**config.mk**
```make
export PLATFORM = sky130hd
export DESIGN_NAME = oscillator_clock_select
export DESIGN_NICKNAME = d
export VERILOG_FILES = /design/src/shared/osc_pkg.sv /design/src/oscillator_clock_select.sv /design/src/osc_sync2.sv /design/src/osc_slow_clock.sv
export VERILOG_INCLUDE_DIRS = /design/src /design/src/shared
export SDC_FILE = /design/constraint.sdc
export NUM_CORES = 1
export LEC_CHECK = 0
export ABC_AREA = 1
export ABC_CLOCK_PERIOD_IN_PS = 1250
export BUFFER_PORTS_ARGS = -buffer_cell sky130_fd_sc_hd__buf_2
export CORE_ASPECT_RATIO = 0.5
export CORE_UTILIZATION = 44
export DETAILED_ROUTE_END_ITERATION = 10
export HOLD_SLACK_MARGIN = 0.1
export PLACE_DENSITY = 0.82
export REMOVE_ABC_BUFFERS = 1
export SYNTH_ARGS = -nofsm -noshare
export SYNTH_HDL_FRONTEND = slang
export SYNTH_SLANG_ARGS = --single-unit
```
**constraint.sdc**
```tcl
create_clock -name pclk -period 1.25 [get_ports pclk]
set_input_delay 0.25 -clock pclk [delete_from_list [all_inputs] [get_ports pclk]]
set_output_delay 0.25 -clock pclk [all_outputs]
set_load 0.03 [all_outputs]
```
**src/shared/osc_defines.svh**
```systemverilog
`ifndef OSC_DEFINES_SVH
`define OSC_DEFINES_SVH

// ****************************************************************
// Register indices; the byte address is four times the index.
// ****************************************************************
`define OPTION_BYTE_IDX 16'hffd0
`define PORT_A_PULLUP_IDX 16'h000d
`define CONFIG_TWO_IDX 16'h001e
`define OSC_STATUS_IDX 16'h001f

// ****************************************************************
// Field positions.
// ****************************************************************
`define OSC_TYPE_SELECT_BIT 7
`define SHARED_PIN_PORT_ENABLE_BIT 6
`define STOP_SLOW_CLOCK_DISABLE_BIT 0

// ****************************************************************
// Reset and erased values.
// ****************************************************************
`define OPTION_BYTE_ERASED 8'hff
`define PORT_A_PULLUP_RESET 8'h00
`define CONFIG_TWO_RESET 8'h00

// ****************************************************************
// Timing of the internal slow clock.
// ****************************************************************
`define PCLK_HZ 20000000
`define SLOW_CLOCK_HZ 50000
`define SLOW_HALF_CYCLES (`PCLK_HZ / (2 * `SLOW_CLOCK_HZ))

`endif

```
**src/shared/osc_pkg.sv**
```systemverilog
package osc_pkg;

    // One drive of a two-way pin.
    typedef struct packed {
        logic o;
        logic oe;
    } pin_drive_t;

    typedef struct packed {
        logic s1;
        logic s2;
    } sync_state_t;

    typedef struct packed {
        logic [7:0] count;
        logic level;
    } slow_state_t;

    typedef struct packed {
        logic [7:0] option_byte;
        logic [7:0] pullup_reg;
        logic [7:0] config_two;
        logic crystal_oscillator_en;
        logic rc_en;
        logic src_prev;
        logic full_rate;
        logic half_rate;
        logic slow_to_wdog;
        pin_drive_t osc_pin;
        pin_drive_t port_pin;
        logic kbd_six;
        logic pready;
        logic pslverr;
        logic [31:0] prdata;
    } osc_state_t;

endpackage : osc_pkg

```
**src/oscillator_clock_select.sv**
```systemverilog
// Added by the designer: register access over APB.
`timescale 1ns/10ps
`default_nettype none

`include "osc_defines.svh"

// What this block does
// - Select bit one picks crystal, zero RC
// - Never enable crystal and RC together
// - Crystal mode: shared pin is amplifier output only
// - RC mode: port enable picks clock or I/O
// - Full-rate clock equals selected source clock
// - Half-rate clock is exactly half full-rate
// - Slow clock free-runs near 50 kHz
// - Wait mode leaves all clocks running
// - Stop disables source, full and half clocks
// - Stop gates watchdog slow clock if disabled
// - Break state keeps all clocks running
module oscillator_clock_select
(
    // Clock and reset.
    input wire logic pclk,
    input wire logic presetn,
    // Register bus.
    input wire logic psel,
    input wire logic penable,
    input wire logic pwrite,
    input wire logic [17:0] paddr,
    input wire logic [31:0] pwdata,
    output logic [31:0] prdata,
    output logic pready,
    output logic pslverr,
    // Option byte and integration unit controls.
    input wire logic [7:0] option_byte_value,
    input wire logic osc_enable_from_integration,
    input wire logic wait_mode,
    input wire logic stop_mode,
    input wire logic break_state,
    // Oscillator outputs and shared pin inputs.
    input wire logic crystal_clock,
    input wire logic rc_clock,
    input wire logic osc_output_pin_in,
    input wire logic port_a_six_data,
    input wire logic port_a_six_dir,
    // Oscillator enables and clocks to the integration unit.
    output logic crystal_osc_enable,
    output logic rc_osc_enable,
    output logic full_rate_clock,
    output logic half_rate_clock,
    output logic internal_slow_clock,
    output logic watchdog_slow_clock,
    // Shared pin drive and keyboard input.
    output logic osc_output_pin_out,
    output logic osc_output_pin_oe,
    output logic keyboard_input_six
);

    // ************************************************************
    // Byte addresses of the registers.
    // ************************************************************
    localparam logic [17:0] OPTION_ADDR = {`OPTION_BYTE_IDX, 2'b00};
    localparam logic [17:0] PULLUP_ADDR = {`PORT_A_PULLUP_IDX, 2'b00};
    localparam logic [17:0] CONFIG_ADDR = {`CONFIG_TWO_IDX, 2'b00};
    localparam logic [17:0] STATUS_ADDR = {`OSC_STATUS_IDX, 2'b00};

    osc_pkg::osc_state_t state_ff;
    osc_pkg::osc_state_t nxt_state;

    logic crystal_oscillator_sync;
    logic rc_sync;
    logic pin_sync;
    logic slow_clock;
    logic sel_crystal_oscillator;
    logic src_sync;
    logic src_on;
    logic src_rise;
    logic port_mode;
    logic setup_phase;
    logic access_done;

    // ************************************************************
    // Pin synchronisers and the slow clock divider.
    // ************************************************************
    osc_sync2 u_sync_crystal_oscillator
    (
        .pclk(pclk),
        .presetn(presetn),
        .async_in(crystal_clock),
        .sync_out(crystal_oscillator_sync)
    );

    osc_sync2 u_sync_rc
    (
        .pclk(pclk),
        .presetn(presetn),
        .async_in(rc_clock),
        .sync_out(rc_sync)
    );

    osc_sync2 u_sync_pin
    (
        .pclk(pclk),
        .presetn(presetn),
        .async_in(osc_output_pin_in),
        .sync_out(pin_sync)
    );

    // The divider has no mode inputs at all, so neither wait nor
    // break can interrupt it.
    osc_slow_clock u_slow
    (
        .pclk(pclk),
        .presetn(presetn),
        .slow_clock(slow_clock)
    );

    // ************************************************************
    // Address decode.
    // ************************************************************
    function automatic logic addr_mapped(input logic [17:0] a);
        addr_mapped = (a == OPTION_ADDR) || (a == PULLUP_ADDR) ||
                      (a == CONFIG_ADDR) || (a == STATUS_ADDR);
    endfunction : addr_mapped

    // Writes to the read-only words are refused like unmapped ones.
    function automatic logic bus_refused(
        input logic [17:0] a,
        input logic w
    );
        bus_refused = !addr_mapped(a) ||
            (w && (a == OPTION_ADDR || a == STATUS_ADDR));
    endfunction : bus_refused

    // Live state bits, so software can see which source is running.
    function automatic logic [7:0] status_byte(
        input osc_pkg::osc_state_t s
    );
        status_byte = 8'h00;
        status_byte[0] = s.crystal_oscillator_en;
        status_byte[1] = s.rc_en;
        status_byte[2] = s.full_rate;
        status_byte[3] = s.half_rate;
        status_byte[4] = s.slow_to_wdog;
        status_byte[5] = s.osc_pin.oe;
    endfunction : status_byte

    function automatic logic [31:0] read_word(
        input osc_pkg::osc_state_t s,
        input logic [17:0] a
    );
        read_word = 32'h0000_0000;
        if (a == OPTION_ADDR)
        begin
            read_word[7:0] = s.option_byte;
        end
        else if (a == PULLUP_ADDR)
        begin
            read_word[7:0] = s.pullup_reg;
        end
        else if (a == CONFIG_ADDR)
        begin
            read_word[7:0] = s.config_two;
        end
        else if (a == STATUS_ADDR)
        begin
            read_word[7:0] = status_byte(s);
        end
    endfunction : read_word

    // ************************************************************
    // Source selection.
    // ************************************************************
    // The select bit is taken straight from the flash cell, so the
    // erased value held by the read-back flop across reset can never
    // enable the wrong circuit just after release.
    assign sel_crystal_oscillator = option_byte_value[`OSC_TYPE_SELECT_BIT];

    // Stop or a low enable from the integration unit silence the
    // chosen source.
    assign src_on = osc_enable_from_integration && !stop_mode;

    // Edges are found on the gated source, so every full-rate rise,
    // including the first one after stop, brings one half-rate toggle.
    assign src_sync = sel_crystal_oscillator ? crystal_oscillator_sync : rc_sync;
    assign src_rise = src_on && src_sync && !state_ff.src_prev;

    assign port_mode = !sel_crystal_oscillator &&
        state_ff.pullup_reg[`SHARED_PIN_PORT_ENABLE_BIT];

    assign setup_phase = psel && !penable;
    assign access_done = psel && penable && state_ff.pready;

    // ************************************************************
    // Next state.
    // ************************************************************
    always_comb
    begin
        nxt_state = state_ff;

        // ********************************************************
        // Option byte.
        // ********************************************************
        // The flash cell is nonvolatile; its value is followed at all
        // times except in reset, which loads the erased value. Bits 6
        // to 0 are expected high but are shown as programmed.
        nxt_state.option_byte = option_byte_value;

        // ********************************************************
        // Oscillator enables.
        // ********************************************************
        // Only one oscillator circuit may be on, since both share
        // the input pin.
        nxt_state.crystal_oscillator_en = sel_crystal_oscillator && src_on;
        nxt_state.rc_en = !sel_crystal_oscillator && src_on;

        // ********************************************************
        // Output clocks.
        // ********************************************************
        // The full-rate clock follows the source with no division;
        // wait and break do not enter here.
        nxt_state.src_prev = src_on && src_sync;
        nxt_state.full_rate = src_on && src_sync;

        // Toggling on each source rise gives exactly half the
        // full-rate frequency; the partner divides it again.
        if (!src_on)
        begin
            nxt_state.half_rate = 1'b0;
        end
        else if (src_rise)
        begin
            nxt_state.half_rate = ~state_ff.half_rate;
        end

        // ********************************************************
        // Watchdog slow clock.
        // ********************************************************
        // The watchdog copy is gated only in stop with the disable
        // bit set.
        nxt_state.slow_to_wdog = slow_clock && !(stop_mode &&
            state_ff.config_two[`STOP_SLOW_CLOCK_DISABLE_BIT]);

        // ********************************************************
        // Shared output pin.
        // ********************************************************
        if (sel_crystal_oscillator)
        begin
            // Amplifier output only; port and keyboard are cut off.
            // The pin carries the inverted input clock.
            nxt_state.osc_pin.o = !crystal_oscillator_sync;
            nxt_state.osc_pin.oe = state_ff.crystal_oscillator_en;
            nxt_state.kbd_six = 1'b1;
        end
        else if (!port_mode)
        begin
            // RC clock is driven out while the enable bit is 0.
            nxt_state.osc_pin.o = rc_sync && src_on;
            nxt_state.osc_pin.oe = 1'b1;
            nxt_state.kbd_six = 1'b1;
        end
        else
        begin
            // General I/O and keyboard input.
            nxt_state.osc_pin.o = port_a_six_data;
            nxt_state.osc_pin.oe = port_a_six_dir;
            nxt_state.kbd_six = pin_sync;
        end

        // ********************************************************
        // Register bus.
        // ********************************************************
        // APB slave with zero wait states: the answer is prepared in
        // the setup cycle so every bus output comes from a flop.
        nxt_state.pready = setup_phase;
        if (setup_phase)
        begin
            nxt_state.pslverr = bus_refused(paddr, pwrite);
            nxt_state.prdata = pwrite ? 32'h0000_0000 :
                read_word(state_ff, paddr);
        end
        else if (access_done)
        begin
            nxt_state.pslverr = 1'b0;
            nxt_state.prdata = 32'h0000_0000;
        end

        if (access_done && pwrite && !state_ff.pslverr)
        begin
            if (paddr == PULLUP_ADDR)
            begin
                nxt_state.pullup_reg = pwdata[7:0];
            end
            else if (paddr == CONFIG_ADDR)
            begin
                nxt_state.config_two = pwdata[7:0];
            end
        end
    end

    // ************************************************************
    // State register.
    // ************************************************************
    always_ff @(posedge pclk or negedge presetn)
    begin
        if (!presetn)
        begin
            state_ff <= '0;
            state_ff.option_byte <= `OPTION_BYTE_ERASED;
            state_ff.pullup_reg <= `PORT_A_PULLUP_RESET;
            state_ff.config_two <= `CONFIG_TWO_RESET;
            state_ff.kbd_six <= 1'b1;
        end
        else
        begin
            state_ff <= nxt_state;
        end
    end

    // ************************************************************
    // Outputs, all straight from flops.
    // ************************************************************
    assign prdata = state_ff.prdata;
    assign pready = state_ff.pready;
    assign pslverr = state_ff.pslverr;
    assign crystal_osc_enable = state_ff.crystal_oscillator_en;
    assign rc_osc_enable = state_ff.rc_en;
    assign full_rate_clock = state_ff.full_rate;
    assign half_rate_clock = state_ff.half_rate;
    assign internal_slow_clock = slow_clock;
    assign watchdog_slow_clock = state_ff.slow_to_wdog;
    assign osc_output_pin_out = state_ff.osc_pin.o;
    assign osc_output_pin_oe = state_ff.osc_pin.oe;
    assign keyboard_input_six = state_ff.kbd_six;

    // Mode inputs with no effect on the clocks; kept only so the
    // integration unit's interface is whole.
    logic unused_modes;
    assign unused_modes = wait_mode ^ break_state ^ pwdata[31];

endmodule : oscillator_clock_select

`default_nettype wire

```
**src/osc_sync2.sv**
```systemverilog
`timescale 1ns/10ps
`default_nettype none

// Two-flop synchroniser for one level from outside the pclk domain.
module osc_sync2
(
    input wire logic pclk,
    input wire logic presetn,
    input wire logic async_in,
    output logic sync_out
);

    osc_pkg::sync_state_t state_ff;
    osc_pkg::sync_state_t nxt_state;

    always_comb
    begin
        nxt_state.s1 = async_in;
        nxt_state.s2 = state_ff.s1;
    end

    always_ff @(posedge pclk or negedge presetn)
    begin
        if (!presetn)
        begin
            state_ff <= '0;
        end
        else
        begin
            state_ff <= nxt_state;
        end
    end

    assign sync_out = state_ff.s2;

endmodule : osc_sync2

`default_nettype wire

```
**src/osc_slow_clock.sv**
```systemverilog
`timescale 1ns/10ps
`default_nettype none

`include "osc_defines.svh"

// Free-running slow clock made by dividing pclk; it has no enable
// because it must run from reset onward under all modes.
module osc_slow_clock
(
    input wire logic pclk,
    input wire logic presetn,
    output logic slow_clock
);

    localparam logic [7:0] HALF_LAST = 8'(`SLOW_HALF_CYCLES - 1);

    osc_pkg::slow_state_t state_ff;
    osc_pkg::slow_state_t nxt_state;

    always_comb
    begin
        nxt_state = state_ff;
        if (state_ff.count == HALF_LAST)
        begin
            nxt_state.count = 8'h00;
            nxt_state.level = ~state_ff.level;
        end
        else
        begin
            nxt_state.count = state_ff.count + 8'h01;
        end
    end

    always_ff @(posedge pclk or negedge presetn)
    begin
        if (!presetn)
        begin
            state_ff <= '0;
        end
        else
        begin
            state_ff <= nxt_state;
        end
    end

    assign slow_clock = state_ff.level;

endmodule : osc_slow_clock

`default_nettype wire

```
==> results of run 1 <==
==> power breakdown <==
group | switching [W] | total [W] | internal, W | leakage, nW
logic | 0.000289 | 0.000443 | 0.000154 | 1.33
clock network | 0.000798 | 0.00238 | 0.00159 | 0.142
registers | 0.0000176 | 0.00191 | 0.00190 | 0.728
total | 0.00110 | 0.00474 | 0.00364 | 2.20
==> area by class of cell <==
cell class                      instances  area share (%)
Clock buffer                           11            6.12
Clock inverter                          5            1.39
Inverter                               36            3.40
Timing Repair Buffer                  101            17.4
Tap cell                               88            2.77
Sequential cell                        57            36.2
Multi-Input combinational cell        222            32.7
==> metrics by stage <==
step / setup TNS [ns] / total power, W / area [um2] / instances / setup WS (ns)
after floorplan: -3.25 / 0.00215 / 2760 / 313 / -0.208
after global placement: -2.85 / 0.00234 / 3400 / 487 / -0.142
after detailed placement: -3.31 / 0.00235 / 3400 / 487 / -0.172
after CTS: -0.231 / 0.00478 / 3860 / 516 / -0.0394
after global routing: -0.673 / 0.00493 / 3970 / 520 / -0.0874
final: -0.0353 / 0.00474 / 3970 / 520 / -0.0249
==> layer usage <==
layer	up-vias	part of all wire, %	wire [um]
li1	1214	-	-
met1	1206	39	2740
met2	133	50	3480
met3	12	9.0	626
met4	0	1.4	98
met5	-	0	0
==> synthesized netlist by cell type (all sizes together) (5+ instances only) <==
master / number / area (um2)
o21bai: 6 / 45.0
a21oi: 6 / 30.0
nor2: 30 / 178
nand4: 16 / 130
dfrtp: 48 / 1200
or2: 5 / 31.3
buf: 39 / 308
inv: 35 / 131
o21ai: 19 / 125
nand3: 27 / 153
dfstp: 9 / 236
nand2: 74 / 293
==> worst paths after layout <==
check	from	cells past startpoint	to
max	pslverr	5	state_ff[52]
min	stop_mode	2	watchdog_slow_clock
max reg2reg	pslverr	5	state_ff[52]
min reg2reg	u_sync_pin.nxt_state[0]	0	u_sync_pin.sync_out
max in group asynchronous	presetn	3	state_ff[62]
min in group asynchronous	presetn	3	u_slow.state_ff[7]
==> cell families after synthesis <==
| logic type | Yosys count |
|---|---|
| flip-flops | 57 |
| adder cells (fa/ha/maj) | 1 |
| AND/OR/NAND/NOR | 158 |
| buffers and inverters | 75 |
| AO/OA/AOI/OAI | 36 |
| other | 1 |
| XOR/XNOR | 1 |
==> worst register-to-register path, stage by stage (launching register included) <==
cell and delay [ns]:
dfrtp_1 0.38, nor3_2 0.20, buf_6 0.18, nand4_4 0.19, nand2_2 0.12, o21ai_1 0.08
==> timing repair <==
action | 4_1_cts | 5_1_grt
setup buffers | 0 | 4
endpoints found under the hold margin | 58 | 0
endpoints found under the setup margin | 20 | 24
pin swaps | 6 | 10
gates cloned | 2 | 0
resized for setup | 8 | 22
hold buffers | 11 | 0
==> layout by cell type (no fill, tap or decap), types with 3 or more instances in the layout <==
cell and n:
o21ai_1 6, dfrtp_1 48, nand2_1 58, inv_2 4, or2_2 3, buf_6 3
conb_1 24, o21bai_1 6, nor2_4 4, nor2_1 23, buf_12 4, nand4_1 14
dlygate4sd3_1 11, nand4_4 3, inv_1 31, nand2_2 13, dfstp_2 9, nand3_1 25
o21ai_2 11, buf_2 62, nand2_4 3, clkbuf_16 9, a21oi_1 6, buf_4 21
==> metrics.txt, run 1 <==
Critical Path RT 1.44 ns; Die Wd 118 um; Largest register FFs 24; Starting Density 47.2%; crit path cell chain nor3_2, buf_6, nand4_4, nand2_2, o21ai_1; Num CTS Buffers 9; Synth Warn # 0; met1 Use GR approximately a quarter; maximum capacitance violations 0; compound-gate portion of the synthesized area 8.20%; top_reg_cell synth dfrtp_1; clock sinks 57; IO Pins 115; grt met3 use 7.44%; Max VDD drop between 0.6 and 0.7 mV; Post-synth EDFFs 0; post-synthesis cell type count 39; Final Skew 0.00404 ns; post-layout util 62.9%; global-route wire length before repair 11000 um; vias 2565; Leakage 2.20 nW; clk root buf clkbuf_16; PortBufs 64; Core Area about 6300 um2; final worst path period share 102%; antenna cells 0; Most Crowded Layer GR met2; Final Net Count 500; gr ovfl total 0; Tightest Hold Check Type input pin to flop; Final setup viols 2; synthesis-to-finish area growth 33.3%; crit start category flop; failing checks negative setup slack; die height around 60 um; share of cells above drive strength 1 38.4%; Max stage delay cell, worst path dfrtp_1; detailed-route wire length roughly 7000 um; Synth Area in XOR/XNOR 0.294%; die area 7120 um2; Synth Area in Simple Gates between 20 and 30%; initial antenna violation count 0; final worst path period need 1.27 ns; clk_lat worst skew 0.32 ns; asr flop ratio synth 100%; adder and majority gate portion of the synthesized area 0.420%; crit path buf inv count 1; register area share after synthesis 48.3%; RSZ-0062 raised after global routing yes; Max Fclk 784 MHz; largest fanout on the critical path 8; met2 Usage GRT 36.4%; vias in the first global route 2354; fill count around 530; cells after synthesis 329; main combinational cell family by area after synthesis simple AND/OR/NAND/NOR gates; Crit. End Element flop; # rows 20; mux contribution to synthesized area 0%; largest register by flop count state_ff; clk slew on worst S/H paths 0.05 ns; PwrDens approximately 1200 nW/um2; H-tree depth 3; worst setup margin -0.0249 ns; synthesized flop and latch total 57; All-Layer GR Usage about a fifth; CTS tree done; flop2flop setup slack -0.02 ns; First DRT Iteration DRCs about 120; largest net degree at the start of global routing 58; Vias/cell 4.93; routed len/inst 13.4 um; DP HPWL 4480 um; DRT antenna net count 0; mapped cell area ~3000 um2; flip-flop and latch area ~1400 um2; Mean Syn Cell Area 9.05 um2; first-pass detailed-route iteration total 4; Final Max Tran Viols 0; outcome finished, violations left; critical setup path kind flop to flop; Final Hold Viols 0; # DRC 0; clk buf depth 2; CP top delay family simple AND/OR/NAND/NOR gates; crit-path max cell delay 0.38 ns; data arrival time of the worst path around 1.5 ns; gpl congestion approximately 0.86; WHS 0.133 ns; multi-input logic area about 1300 um2
No activity file was read; power rests on OpenSTA's default activity.
==> run 2: changes to the inputs <==
--- a/config.mk
+++ b/config.mk
@@ -9,7 +9,7 @@
 export ABC_AREA = 1
 export ABC_CLOCK_PERIOD_IN_PS = 1250
 export BUFFER_PORTS_ARGS = -buffer_cell sky130_fd_sc_hd__buf_2
-export CORE_ASPECT_RATIO = 0.5
+export CORE_ASPECT_RATIO = 1.75
 export CORE_UTILIZATION = 44
 export DETAILED_ROUTE_END_ITERATION = 10
 export HOLD_SLACK_MARGIN = 0.1
@@ -17,4 +17,5 @@
 export REMOVE_ABC_BUFFERS = 1
 export SYNTH_ARGS = -nofsm -noshare
 export SYNTH_HDL_FRONTEND = slang
+export SYNTH_HIERARCHICAL = 1
 export SYNTH_SLANG_ARGS = --single-unit
==> metrics.txt, run 2 <==
gr ovfl total 0 (unchanged); fin cells 539 (+3.7%); critical hold path startpoint stop_mode; Final Max Tran Viols 0 (unchanged); # rows 39 (+95%); initial antenna violation count 0 (unchanged); Critical Path RT 1.46 ns (+0.02 ns); outcome finished, violations left; post-synth top area cell dfrtp_1; first-pass detailed-route iteration total 4 (unchanged); Starting Density 46.2% (-1.0 points); post-synthesis cell type count 34 (-13%); clk_lat worst skew 0.33 ns (about the same); Final Hold Viols 0 (unchanged); final worst path period need 1.27 ns (-0.00462 ns); R2R cell count 7 (+2); clk root buf clkbuf_16; setup TNS -0.0281 ns (+0.00721 ns); share of cells above drive strength 1 37.6% (-0.79 points); Synth top area share 39.5% (-0.86 points); Die Wd 64.9 um (-45%); die height 112 um (+86%); Num CTS Buffers 9 (unchanged); cells after synthesis 352 (+7.0%); failing checks negative setup slack; PwrDens 1270 nW/um2 (+6.7%); largest fanout on the critical path 8 (unchanged); antenna cells 0 (unchanged); DP HPWL 5170 um (+15%); vias 2673 (+4.2%); commonest non-fill, non-tap cells in the layout nand2_1 (72), buf_2 (61), dfrtp_1 (48); PortBufs 64 (unchanged); mapped cell area 3040 um2 (+2.2%); Max VDD drop 1.20 mV (+93%); fill count 555 (+5.1%); Post-synth EDFFs 0 (unchanged); dominant cells by area after synthesis dfrtp_1 (39%), nand2_1 (10%), buf_4 (8.1%); data arrival time of the worst path 1.48 ns (about the same); gpl congestion 0.857 (-0.41%); H-tree depth 3 (unchanged); worst reg2reg path endpoint state_ff[58]; synthesized flop and latch total 57 (unchanged); # DRC 0 (unchanged); Max Fclk 787 MHz (+0.36%); clock sinks 57 (unchanged); placed cell count 508 (+4.3%); Mean Syn Cell Area 8.64 um2 (-4.5%); synthesis-to-finish area growth 33.9%; crit start category flop; leading cell type in the layout, fill and taps excluded nand2_1; global-route wire length before repair 12100 um (+9.6%); routed len/inst 14.3 um (+6.9%); Final Net Count 525 (+5.0%); clk buf depth 2 (unchanged); post-layout util 61.8% (-1.1 points); top cells by count, synth nand2_1 (81), dfrtp_1 (48), inv_1 (37), buf_4 (33), nor2_1 (27); top_reg_cell synth dfrtp_1; clk slew on worst S/H paths 0.05 ns (about the same); First DRT Iteration DRCs 91 (-22%); register area share after synthesis 47.3% (-1.0 points); IO Pins 115 (unchanged); largest net degree at the start of global routing 58 (unchanged); Final Skew 0.00877 ns (+0.00473 ns); Synth Warn # 6 (+6); DRT antenna net count 0 (unchanged); final worst path period share 102% (-0.37 points); worst setup margin -0.0203 ns (+0.00462 ns); maximum capacitance violations 0 (unchanged); Final setup viols 2 (unchanged); CP endpoint state_ff[58]; Leakage 2.27 nW (+3.3%); Vias/cell 4.96 (+0.54%); vias in the first global route 2678 (+14%); Largest register FFs 24 (unchanged); asr flop ratio synth 100% (unchanged); Core Area 6590 um2 (+4.5%); most frequent cell after synthesis nand2_1; flop2flop setup slack -0.02 ns (about the same); All-Layer GR Usage 22.2% (+1.3 points); largest register by flop count state_ff; die area 7260 um2 (+2.0%); Tightest Hold Check Type input pin to flop; RSZ-0062 raised after global routing yes; crit path from pready; detailed-route wire length 7690 um (+11%); reg2reg start pready; critical setup path kind flop to flop; Crit. End Element flop; CTS tree done; Setup WS pre-CTS -0.211 ns (-0.0396 ns)
## run 2: changes by cell type after synthesis, moves of 3 or more
cell / change
nand3b_1: +6
inv_1: +5
o21bai_1: -6
o21ai_2: +8
a21oi_1: -3
nand2_1: +11
nand4_1: -3
nand2_2: +4
nor2_2: +6
nor2_1: +4
## run 2: cell type report
cell class                      count  area (um2)  share of cell area [%]
Clock buffer                       10         239                    5.87
Tap cell                           82         103                    2.52
Sequential cell                    57        1440                    35.3
Timing Repair Buffer              101         708                    17.4
Clock inverter                      6         105                    2.58
Multi-Input combinational cell    242        1330                    32.5
Inverter                           41         154                    3.78
## run 2: metrics by stage
stage                     power [W]  hold WS, ns  instance area, um2
after floorplan             0.00216      -0.0456                2850
after global placement      0.00236        0.265                3490
after detailed placement    0.00237        0.270                3490
after CTS                   0.00521        0.130                4020
after global routing        0.00534        0.146                4070
final                       0.00519        0.135                4070
## run 2: where the power goes
| part | internal (W) | switching, W | leakage, nW |
|---|---|---|---|
| Clock | 0.00199 | 0.000822 | 0.172 |
| Sequential | 0.00190 | 0.0000199 | 0.728 |
| Combinational | 0.000164 | 0.000302 | 1.37 |
| Total | 0.00405 | 0.00114 | 2.27 |
## run 2: cells by family after synthesis
logic type,Yosys count,synth area share (%)
buffers and inverters,77,14.1
AND/OR/NAND/NOR,178,29.0
other,1,0.123
adder cells (fa/ha/maj),1,0.411
AO/OA/AOI/OAI,36,8.52
XOR/XNOR,2,0.576
flip-flops,57,47.3
## run 2: repair_timing
action,in CTS,in global routing
hold buffers,12,0
setup endpoints to repair,13,26
pin swaps,0,1
buffers inserted,0,1
resized for setup,14,10
hold endpoints to repair,59,0
gates cloned,1,1
## run 2: critical path, cell delays in order, from the launching register on
cell and delay, ns:
dfrtp_1 0.36, nand3_2 0.09, nor3_2 0.11, buf_4 0.15
nand4_4 0.13, buf_12 0.18, nand2_2 0.08, o21ai_2 0.06
## run 2: worst min path at each step
stage	endpoint	depth (start not counted)
2_1_floorplan	crystal_osc_enable	0
3_3_place_gp	osc_output_pin_out	2
3_5_place_dp	osc_output_pin_out	2
4_1_cts	watchdog_slow_clock	2
5_1_grt	watchdog_slow_clock	2
6_report	watchdog_slow_clock	2
## run 2: routing by layer
| layer | global-route usage (%) | vias up | part of all wire, % |
|---|---|---|---|
| met3 | 4.92 | 23 | 4.9 |
| met2 | 41.4 | 106 | 57 |
| met5 | 0 | - | 0 |
| met4 | 10.8 | 0 | 3.0 |
| met1 | 22.3 | 1277 | 35 |
| li1 | - | 1267 | - |
==> run 3: changes to the inputs <==
--- a/config.mk
+++ b/config.mk
@@ -10,11 +10,12 @@
 export ABC_CLOCK_PERIOD_IN_PS = 1250
 export BUFFER_PORTS_ARGS = -buffer_cell sky130_fd_sc_hd__buf_2
 export CORE_ASPECT_RATIO = 1.75
-export CORE_UTILIZATION = 44
+export CORE_UTILIZATION = 30
 export DETAILED_ROUTE_END_ITERATION = 10
 export HOLD_SLACK_MARGIN = 0.1
-export PLACE_DENSITY = 0.82
+export PLACE_DENSITY_LB_ADDON = 0.12
 export REMOVE_ABC_BUFFERS = 1
+export SLEW_MARGIN = 20
 export SYNTH_ARGS = -nofsm -noshare
 export SYNTH_HDL_FRONTEND = slang
 export SYNTH_HIERARCHICAL = 1
==> metrics.txt, run 3 (synthesized netlist as in run 2, its figures left out) <==
Leakage 2.26 nW (-0.33%); Slew @ Worst Pin 0.621 ns; Die Wd 78.1 um (+20%); Core Area 9850 um2 (+50%); gr ovfl total 0 (unchanged); Crit. End Element flop; Starting Density 30.9% (-15 points); maximum capacitance violations 0 (unchanged); First DRT Iteration DRCs 81 (-11%); CTS tree done; clk_lat worst skew 0.33 ns (about the same); critical setup path kind flop to flop; Largest register FFs 24 (unchanged); Slew HR 58.4%; Final Max Tran Viols 0 (unchanged); All-Layer GR Usage 14.9% (-7.3 points); routed len/inst 12.3 um (-14%); outcome completed; H-tree depth 3 (unchanged); IO Pins 115 (unchanged); largest fanout on the critical path 16 (+8); detailed-route wire length 7190 um (-6.6%); die height 135 um (+21%); Final Net Count 529 (+0.76%); data arrival time of the worst path 1.44 ns (-0.04 ns); crit-path max cell delay 0.40 ns (+0.04 ns); Max stage delay cell, worst path dfrtp_1; Final Hold Viols 0 (unchanged); CP top delay family flip-flops; clk buf depth 2 (unchanged); DRT antenna net count 0 (unchanged); Max Fclk 815 MHz (+3.5%); worst setup margin 0.0228 ns (+0.0431 ns); placed cell count 559 (+10%); final worst path period share 98.2% (-3.4 points); clock sinks 57 (unchanged); largest net degree at the start of global routing 24 (-59%); Num CTS Buffers 9 (unchanged); PwrDens 1230 nW/um2 (-3.4%); global-route wire length before repair 11900 um (-1.7%); Vias/cell 4.29 (-13%); vias in the first global route 2503 (-6.5%); gpl congestion 0.782 (-8.8%); clk root buf clkbuf_16; clk slew on worst S/H paths 0.05 ns (about the same); crit path buf inv count 2 (unchanged); die area 10600 um2 (+45%); Critical Path RT 1.47 ns (about the same); Max VDD drop 1.04 mV (-13%); placed cell area 3640 um2 (+4.3%); antenna cells 0 (unchanged); leading cell type in the layout, fill and taps excluded nand2_1; Setup WS pre-CTS -0.209 ns (+0.00188 ns); initial antenna violation count 0 (unchanged); Final Skew 0.00485 ns (-0.00391 ns); share of cells above drive strength 1 36.2% (-1.4 points); crit path cell chain nor3_2, buf_4, nand4_4, buf_12, nand2_1, o21ai_2; post-layout util 41.7% (-20 points); PortBufs 64 (unchanged); flop2flop setup slack 0.02 ns (+0.04 ns); DP HPWL 5570 um (+7.9%); first-pass detailed-route iteration total 4 (unchanged); crit start category flop; commonest non-fill, non-tap cells in the layout nand2_1 (78), buf_2 (61), dfrtp_1 (48); largest register by flop count state_ff; Tightest Hold Check Type input pin to flop; fin cells 586 (+8.7%); Final setup viols 0 (-2); # rows 48 (+23%); finished layout cell area 4110 um2 (+0.98%); final worst path period need 1.23 ns (-0.0431 ns); RSZ-0062 raised after global routing yes; synthesis-to-finish area growth 35.2%; # DRC 0 (unchanged); vias 2516 (-5.9%); Pwr Total 0.00506 W (-2.4%)
run 3: per-stage QoR:
| stage | setup TNS, ns | hold WS, ns |
|---|---|---|
| after floorplan | -2.97 | -0.0456 |
| after global placement | -4.65 | 0.189 |
| after detailed placement | -4.62 | 0.192 |
| after CTS | 0 | 0.138 |
| after global routing | -0.692 | 0.148 |
| final | 0 | 0.144 |
run 3: per-layer routing:
metal,global-route usage (%),wire [um],vias up
li1,-,-,1282
met1,16.5,2860,1154
met2,26.7,3870,70
met3,3.43,327,10
met4,7.10,140,0
met5,0,0,-
run 3: what timing repair did:
action	in CTS	in global routing
endpoints found under the setup margin	2	27
hold buffers	11	0
setup buffers	0	0
pin swaps	0	0
resized for setup	4	9
hold endpoints to repair	19	0
run 3: path summary, 6_finish.rpt:
check,depth (start not counted),start,endpoint
max in group asynchronous,3,presetn,state_ff[65]
worst max register to register,6,pslverr,state_ff[54]
worst min register to register,0,u_sync_rc/nxt_state[0],u_sync_rc/sync_out
worst max-delay path,6,pslverr,state_ff[54]
worst min-delay path,2,stop_mode,watchdog_slow_clock
min in group asynchronous,2,presetn,u_slow/slow_clock
run 3: final cells by class:
| cell class | instances | area [um2] |
|---|---|---|
| Tap cell | 125 | 156 |
| Sequential cell | 57 | 1440 |
| Inverter | 41 | 154 |
| Fill cell | 1024 | 5740 |
| Multi-Input combinational cell | 241 | 1280 |
| Timing Repair Buffer | 106 | 761 |
| Clock buffer | 14 | 264 |
| Clock inverter | 2 | 60.1 |
run 3: where the power goes:
part	internal, W	switching, W	total, W
combinational	0.000179	0.000304	0.000483
sequential	0.00190	0.0000183	0.00191
clock	0.00185	0.000814	0.00267
total	0.00393	0.00114	0.00506
